[src/logic/pag_cfg.svh]
// Purpose: Constants for the eight-pin bidirectional general-purpose port.
// Assumes: One clock, core_clk at 200 MHz; asynchronous active-low reset.
// Notes: Port geometry, field masks and reset values only; the types live in pag_pkg.
//
// How it works
// - One port of eight pins, each usable as input or output.
// - Five control registers: direction, level, latch, analog select, slew rate.
// - Direction one disables the driver; zero drives the latch bit out.
// - Level reads return pin levels; level writes go into the latch.
// - Latch reads return latched values so read-modify-write works on the latch.
// - An enabled peripheral takes over its pin from general-purpose I/O.
// - Pins six and seven are I/O only when the oscillator leaves them free.
// - Analog select bits 5 and 3:0 set mean analog mode; all set at reset.
// - After reset pins 5, 3:0 are analog reading zero; pin 4 digital input.
// - Direction still gates drivers in analog mode; software should keep inputs.
// - Pin four also carries the timer-zero clock input and comparator one output.
// - Comparator controls let pins zero to five serve as comparator pins.
`ifndef PAG_CFG_SVH
`define PAG_CFG_SVH

// ----------------------------------------------------------------------------
// Port geometry
// ----------------------------------------------------------------------------
`define PAG_WIDTH 8
`define PAG_SYNC_STAGES 2
`define PAG_PIN_FOUR 4
`define PAG_PIN_FIVE 5
`define PAG_PIN_SIX 6
`define PAG_PIN_SEVEN 7

// ----------------------------------------------------------------------------
// Field masks and reset values
// ----------------------------------------------------------------------------
`define PAG_ANALOG_MASK 8'h2F
`define PAG_COMPARATOR_MASK 8'h3F
`define PAG_DIR_RESET 8'hFF
`define PAG_LATCH_RESET 8'h00
`define PAG_ANALOG_RESET 8'h2F
`define PAG_SLEW_RESET 8'hFF
`define PAG_ZERO_BYTE 8'h00
`define PAG_ALL_ONES 8'hFF

// ----------------------------------------------------------------------------
// Comparator control field: output-to-pin enable
// ----------------------------------------------------------------------------
`define PAG_CMP_OUT_EN_BIT 5

`endif

[src/logic/pag_pkg.sv]
// Purpose: Types shared by the port modules.
// Assumes: Included after pag_cfg.svh.
// Notes: Register select codes are the enum defaults, 0 to 4 in listed order.
package pag_pkg;

    // ------------------------------------------------------------------------
    // Register select
    // ------------------------------------------------------------------------
    typedef enum logic [2:0] {
        PAG_SEL_DIRECTION,
        PAG_SEL_LEVEL,
        PAG_SEL_LATCH,
        PAG_SEL_ANALOG,
        PAG_SEL_SLEW
    } pag_reg_sel_t;

    typedef logic [7:0] pag_byte_t;

endpackage

[src/logic/pag_pin_if.sv]
// Purpose: Carries raw and synchronised pad levels between port modules.
// Assumes: One clock domain on the synchronised side.
// Notes: The core drives raw and reads synced.
`timescale 1ns/1ps
interface pag_pin_if #(
    parameter int WIDTH = 8
);
    logic [WIDTH-1:0] raw;
    logic [WIDTH-1:0] synced;

    modport sync_side (
        input raw,
        output synced
    );
    modport core_side (
        output raw,
        input synced
    );
endinterface

[src/logic/pag_port.sv]
// Purpose: Eight-pin bidirectional general-purpose port with analog and peripheral sharing.
// Assumes: Register accesses come from logic on core_clk; pads are asynchronous.
// Notes: Pad drive and read data are registered, one cycle after their cause.
`timescale 1ns/1ps
`include "pag_cfg.svh"
module pag_port
    import pag_pkg::*;
#(
    parameter int WIDTH = `PAG_WIDTH,
    parameter logic [7:0] SLEW_RESET = `PAG_SLEW_RESET
) (
    input wire logic core_clk,
    input wire logic nrst,
    input wire logic wr_strobe,
    input wire pag_reg_sel_t wr_sel,
    input wire logic [7:0] wr_data,
    input wire pag_reg_sel_t rd_sel,
    output logic [7:0] rd_data,
    input wire logic osc_uses_pin_six,
    input wire logic osc_uses_pin_seven,
    input wire logic [7:0] comparator_one_control,
    input wire logic [7:0] comparator_two_control,
    input wire logic comparator_one_output,
    input wire logic comparator_two_output,
    input wire logic [7:0] periph_enable,
    input wire logic [7:0] periph_drive,
    input wire logic [7:0] periph_drive_en,
    input wire logic [7:0] pad_in,
    output logic [7:0] pad_out,
    output logic [7:0] pad_oe,
    output logic [7:0] pad_analog_en,
    output logic [7:0] pad_comparator_en,
    output logic [7:0] pad_slew_limit,
    output logic timer_zero_clock_input
);
    // ------------------------------------------------------------------------
    // Helpers
    // ------------------------------------------------------------------------
    function automatic logic [7:0] pag_free_mask(input logic osc6, input logic osc7);
        logic [7:0] m;
        m = `PAG_ALL_ONES;
        m[`PAG_PIN_SIX] = ~osc6;
        m[`PAG_PIN_SEVEN] = ~osc7;
        return m;
    endfunction

    // ------------------------------------------------------------------------
    // Pad synchroniser
    // ------------------------------------------------------------------------
    pag_pin_if #(.WIDTH(WIDTH)) pins ();

    assign pins.raw = pad_in;

    pag_sync #(
        .WIDTH(WIDTH)
    ) u_sync (
        .core_clk(core_clk),
        .nrst(nrst),
        .pins(pins)
    );

    // ------------------------------------------------------------------------
    // Control registers
    // ------------------------------------------------------------------------
    logic [7:0] pin_direction_reg;
    logic [7:0] pin_direction_next;
    logic [7:0] output_latch_reg;
    logic [7:0] output_latch_next;
    logic [7:0] analog_select_reg;
    logic [7:0] analog_select_next;
    logic [7:0] slew_rate_reg;
    logic [7:0] slew_rate_next;
    logic [7:0] free_mask;
    logic [7:0] pin_level;

    assign free_mask = pag_free_mask(osc_uses_pin_six, osc_uses_pin_seven);

    always_comb begin
        pin_direction_next = pin_direction_reg;
        output_latch_next = output_latch_reg;
        analog_select_next = analog_select_reg;
        slew_rate_next = slew_rate_reg;
        if (wr_strobe) begin
            case (wr_sel)
                PAG_SEL_DIRECTION: begin
                    pin_direction_next = wr_data;
                end
                PAG_SEL_LEVEL: begin
                    output_latch_next = wr_data;
                end
                PAG_SEL_LATCH: begin
                    output_latch_next = wr_data;
                end
                PAG_SEL_ANALOG: begin
                    analog_select_next = wr_data & `PAG_ANALOG_MASK;
                end
                PAG_SEL_SLEW: begin
                    slew_rate_next = wr_data;
                end
                default: begin
                    pin_direction_next = pin_direction_reg;
                end
            endcase
        end
    end

    always_ff @(posedge core_clk or negedge nrst) begin
        if (!nrst) begin
            pin_direction_reg <= `PAG_DIR_RESET;
            output_latch_reg <= `PAG_LATCH_RESET;
            analog_select_reg <= `PAG_ANALOG_RESET;
            slew_rate_reg <= SLEW_RESET;
        end else begin
            pin_direction_reg <= pin_direction_next;
            output_latch_reg <= output_latch_next;
            analog_select_reg <= analog_select_next;
            slew_rate_reg <= slew_rate_next;
        end
    end

    // Analog pins read zero digitally; pin four has no analog select and stays digital.
    assign pin_level = pins.synced & ~analog_select_reg & free_mask;

    // ------------------------------------------------------------------------
    // Read data
    // ------------------------------------------------------------------------
    logic [7:0] rd_data_reg;
    logic [7:0] rd_data_next;

    always_comb begin
        case (rd_sel)
            PAG_SEL_DIRECTION: begin
                rd_data_next = pin_direction_reg & free_mask;
            end
            PAG_SEL_LEVEL: begin
                rd_data_next = pin_level;
            end
            PAG_SEL_LATCH: begin
                rd_data_next = output_latch_reg & free_mask;
            end
            PAG_SEL_ANALOG: begin
                rd_data_next = analog_select_reg;
            end
            PAG_SEL_SLEW: begin
                rd_data_next = slew_rate_reg;
            end
            default: begin
                rd_data_next = `PAG_ZERO_BYTE;
            end
        endcase
    end

    always_ff @(posedge core_clk or negedge nrst) begin
        if (!nrst) begin
            rd_data_reg <= `PAG_ZERO_BYTE;
        end else begin
            rd_data_reg <= rd_data_next;
        end
    end

    assign rd_data = rd_data_reg;

    // ------------------------------------------------------------------------
    // Pad drive
    // ------------------------------------------------------------------------
    logic [7:0] pad_out_reg;
    logic [7:0] pad_out_next;
    logic [7:0] pad_oe_reg;
    logic [7:0] pad_oe_next;
    logic [7:0] pad_cmp_reg;
    logic [7:0] pad_cmp_next;
    logic cmp_one_on;
    logic cmp_two_on;

    assign cmp_one_on = comparator_one_control[`PAG_CMP_OUT_EN_BIT];
    assign cmp_two_on = comparator_two_control[`PAG_CMP_OUT_EN_BIT];

    always_comb begin
        for (int i = 0; i < 8; i++) begin
            // Analog mode does not gate the driver; direction and the oscillator free mask do.
            pad_oe_next[i] = ~pin_direction_reg[i] & free_mask[i];
            pad_out_next[i] = output_latch_reg[i];
        end
        if (cmp_one_on && !pin_direction_reg[`PAG_PIN_FOUR]) begin
            pad_out_next[`PAG_PIN_FOUR] = comparator_one_output;
        end
        if (cmp_two_on && !pin_direction_reg[`PAG_PIN_FIVE]) begin
            pad_out_next[`PAG_PIN_FIVE] = comparator_two_output;
        end
        for (int i = 0; i < 8; i++) begin
            if (periph_enable[i]) begin
                pad_oe_next[i] = periph_drive_en[i] & free_mask[i];
                pad_out_next[i] = periph_drive[i];
            end
        end
        // Comparator controls steer pins 0 to 5 to the comparator pad path.
        pad_cmp_next = `PAG_ZERO_BYTE;
        if (cmp_one_on || cmp_two_on) begin
            pad_cmp_next = `PAG_COMPARATOR_MASK;
        end
    end

    always_ff @(posedge core_clk or negedge nrst) begin
        if (!nrst) begin
            pad_out_reg <= `PAG_ZERO_BYTE;
            pad_oe_reg <= `PAG_ZERO_BYTE;
            pad_cmp_reg <= `PAG_ZERO_BYTE;
        end else begin
            pad_out_reg <= pad_out_next;
            pad_oe_reg <= pad_oe_next;
            pad_cmp_reg <= pad_cmp_next;
        end
    end

    assign pad_out = pad_out_reg;
    assign pad_oe = pad_oe_reg;
    assign pad_comparator_en = pad_cmp_reg;
    assign pad_analog_en = analog_select_reg;
    assign pad_slew_limit = slew_rate_reg;
    assign timer_zero_clock_input = pins.synced[`PAG_PIN_FOUR];
endmodule

[src/logic/pag_sync.sv]
// Purpose: Two-stage synchroniser for the pad input levels.
// Assumes: Pads change asynchronously to core_clk.
// Notes: The first stage is read only by the second.
`timescale 1ns/1ps
`include "pag_cfg.svh"
module pag_sync
    import pag_pkg::*;
#(
    parameter int WIDTH = `PAG_WIDTH
) (
    input wire logic core_clk,
    input wire logic nrst,
    pag_pin_if.sync_side pins
);
    logic [WIDTH-1:0] meta_reg;
    logic [WIDTH-1:0] meta_next;
    logic [WIDTH-1:0] stable_reg;
    logic [WIDTH-1:0] stable_next;

    always_comb begin
        meta_next = pins.raw;
        stable_next = meta_reg;
    end

    always_ff @(posedge core_clk or negedge nrst) begin
        if (!nrst) begin
            meta_reg <= '0;
            stable_reg <= '0;
        end else begin
            meta_reg <= meta_next;
            stable_reg <= stable_next;
        end
    end

    assign pins.synced = stable_reg;
endmodule

[config.mk]
export PLATFORM = sky130hd
export DESIGN_NAME = pag_port
export DESIGN_NICKNAME = d
export VERILOG_FILES = /design/src/logic/pag_pkg.sv /design/src/logic/pag_pin_if.sv /design/src/logic/pag_port.sv /design/src/logic/pag_sync.sv
export VERILOG_INCLUDE_DIRS = /design/src /design/src/logic
export SDC_FILE = /design/constraint.sdc
export NUM_CORES = 1
export LEC_CHECK = 0
export ABC_AREA = 1
export BUFFER_PORTS_ARGS = -buffer_cell sky130_fd_sc_hd__buf_4
export CAP_MARGIN = 20
export CORE_ASPECT_RATIO = 0.5
export CORE_UTILIZATION = 51
export CTS_CLUSTER_DIAMETER = 30
export DETAILED_ROUTE_END_ITERATION = 10
export PLACE_DENSITY = 0.84
export SLEW_MARGIN = 20
export SYNTH_ARGS = -nofsm -noshare
export SYNTH_HDL_FRONTEND = slang
export SYNTH_SLANG_ARGS = --single-unit
export TNS_END_PERCENT = 30
[constraint.sdc]
create_clock -name core_clk -period 1.7 [get_ports core_clk]
set_input_delay 0.425 -clock core_clk [delete_from_list [all_inputs] [get_ports core_clk]]
set_output_delay 0.425 -clock core_clk [all_outputs]
set_load 0.03 [all_outputs]
==> results.json <==
{
  "vias": 2333,
  "min_period_over_period": 0.879,
  "clk_latency_ns": 0.35,
  "r2r_start": "pin_direction_reg[5]",
  "drive_above_1_share": 0.404,
  "status": "finished, final reports clean",
  "cpLargestDelayFamily": "flip-flops",
  "met1_usage": 0.299,
  "gr-max-usage-layer": "met2",
  "synth_ff_type": "dfrtp_1",
  "post_cts_buffers": 0,
  "synth_edf_count": 0,
  "die-area_mm2": 0.00583,
  "h-tree-depth": 3,
  "rsz0062_at_grt": "false",
  "grt_first_pass_wirelength_um": 10400,
  "synthTopCellsByArea": "dfrtp_1 44%, dfstp_2 20%, nand2_1 9.3%, o21ai_0 6.6%, inv_1 3.5%",
  "synth_area_mm2": 0.00281,
  "fillers": 347,
  "die_y_um": 54.5,
  "area_growth_pct": 36.1,
  "startpoint": "pad_slew_limit[1]",
  "grt.met2_usage": 0.448,
  "cp-start-kind": "flip-flop",
  "syn_inst": 278,
  "setup_violations": 0,
  "yosysWarningCount": 0,
  "crit_type": "flip-flop to output pin",
  "hp-class": "input port to flip-flop",
  "cts.sinks": 70,
  "finalPower_w": 0.00474,
  "cts_resized": 0,
  "first_global_vias": 2125,
  "clockBufferDepth": 2,
  "holdCritStartpoint": "pad_in[4]",
  "path_clk_slew_ns": 0.07,
  "cts_root_buf": "clkbuf_8",
  "grt_max_degree": 31,
  "grt_antenna_before_repair": 0,
  "yosysTopAreaCell": "dfrtp_1",
  "gp_congestion": 0.852,
  "arrival_ns": 1.07,
  "max_freq_ghz": 0.669,
  "synth-seq-cells": 70,
  "synth-async-reset-ratio": 1.00,
  "stdcell_count": 456,
  "antennaDiodeCount": 0,
  "avgSynthCellArea_um2": 10.1,
  "slew_violations": 0,
  "p_leak_nw": 1.93,
  "peakVddDrop_mv": 0.649,
  "core-area_mm2": 0.00511,
  "synth_cell_types": 26,
  "placed_cell_area_mm2": 0.00357,
  "layout_common_cells": "99 x buf_4, 70 x nand2_1, 49 x dfrtp_1, 37 x o21ai_0, 26 x inv_1",
  "critPathMaxFanout": 3,
  "finalHoldWorstSlack_ns": 0.178,
  "worstPathCellList": "buf_4",
  "cp_slowest_stage_delay_ns": 0.56,
  "grt-ovfl-total": 0,
  "ctsHoldBuffers": 1,
  "setup_tns_ns": 0,
  "grt_use_total": 0.252,
  "drc": 0,
  "die_x_um": 107,
  "rows": 18,
  "final_common_cell": "buf_4",
  "fin_worst_skew_ns": 0.00451,
  "ys_seq_area_frac": 0.632,
  "drt_iter0_drc": 147,
  "dp.cells": 439,
  "io_buffers": 98,
  "power-per-cell-area_mw_per_mm2": 1240,
  "start_util": 0.550,
  "final_area_mm2": 0.00383,
  "worst_ep_required_time_ns": 1.27,
  "ios": 118,
  "hold_violations": 0,
  "cp_num_buf_inv": 1,
  "nets": 450,
  "drt.antenna.violating_nets": 0,
  "hpwl_um": 4750,
  "viasPerCell": 5.12,
  "wl_per_cell_um": 15.2,
  "period_needed_ns": 1.49,
  "globalRouteMet3Util": 0.0750,
  "cts_buffers": 9,
  "wl_um": 6920,
  "crit_path_end_kind": "output pin",
  "cap_violations": 0,
  "crit_slowest_cell": "dfstp_2",
  "cts_tree": "done",
  "drtPass1Iterations": 8,
  "synth_top_area_frac": 0.436
}
[cell families after synthesis]
| kind of cell | after synthesis | share of synthesized area |
|---|---|---|
| AO/OA/AOI/OAI | 59 | 0.109 |
| buffers and inverters | 44 | 0.0801 |
| flip-flops | 70 | 0.632 |
| multiplexers | 3 | 0.0120 |
| other | 1 | 0.00133 |
| AND/OR/NAND/NOR | 101 | 0.165 |
[path summary, 6_finish.rpt]
check	to	slack, ns	depth (start not counted)
setup / recovery	pad_slew_limit[1]	0.21	1
hold / removal	u_sync.meta_reg[4]	0.18	1
setup reg to reg	rd_data[5]	0.61	4
hold reg to reg	u_sync.pins.synced[4]	0.35	0
max in group asynchronous	pin_direction_reg[7]	0.58	3
min in group asynchronous	rd_data[7]	0.53	2
[layout make-up]
type | instances | area (um^2) | area share
repair buffers | 101 | 773 | 0.202
inverters | 31 | 116 | 0.0304
clock buffers | 13 | 159 | 0.0415
well taps | 70 | 87.6 | 0.0229
flip-flops and latches | 70 | 1780 | 0.464
clock inverters | 3 | 90.1 | 0.0235
multi-input cells | 168 | 825 | 0.215
[cell usage after synthesis, types with 2 or more instances]
cell / n
nand2_1: 70
dfrtp_1: 49
o21ai_0: 37
inv_1: 26
dfstp_2: 21
buf_4: 10
o21ai_1: 10
nand3_1: 9
a21oi_1: 8
nor2_1: 6
inv_2: 5
nand3_2: 4
buf_6: 3
mux2_2: 3
nand2_2: 3
nand4_1: 3
nor2_2: 2
[report_power, final]
group	switching, W	total [W]	internal, W	leakage (nW)
Sequential	0.000147	0.00210	0.00195	0.814
Combinational	0.000611	0.000989	0.000378	0.992
Clock	0.000597	0.00165	0.00106	0.124
[metrics by stage]
stage	setup slack [ns]	util
after global placement	0.365	0.698
after global routing	0.177	0.749
final	0.206	0.749
after detailed placement	0.281	0.698
after floorplan	0.499	-
after CTS	0.201	0.749
[metal layers]
layer,wire [um],part of all wire,vias up
met1,2840,0.41,1103
met2,3390,0.49,130
met5,0,0,-
met4,91,0.013,0
met3,594,0.086,12
li1,-,-,1088
No activity file was read; power rests on OpenSTA's default activity.
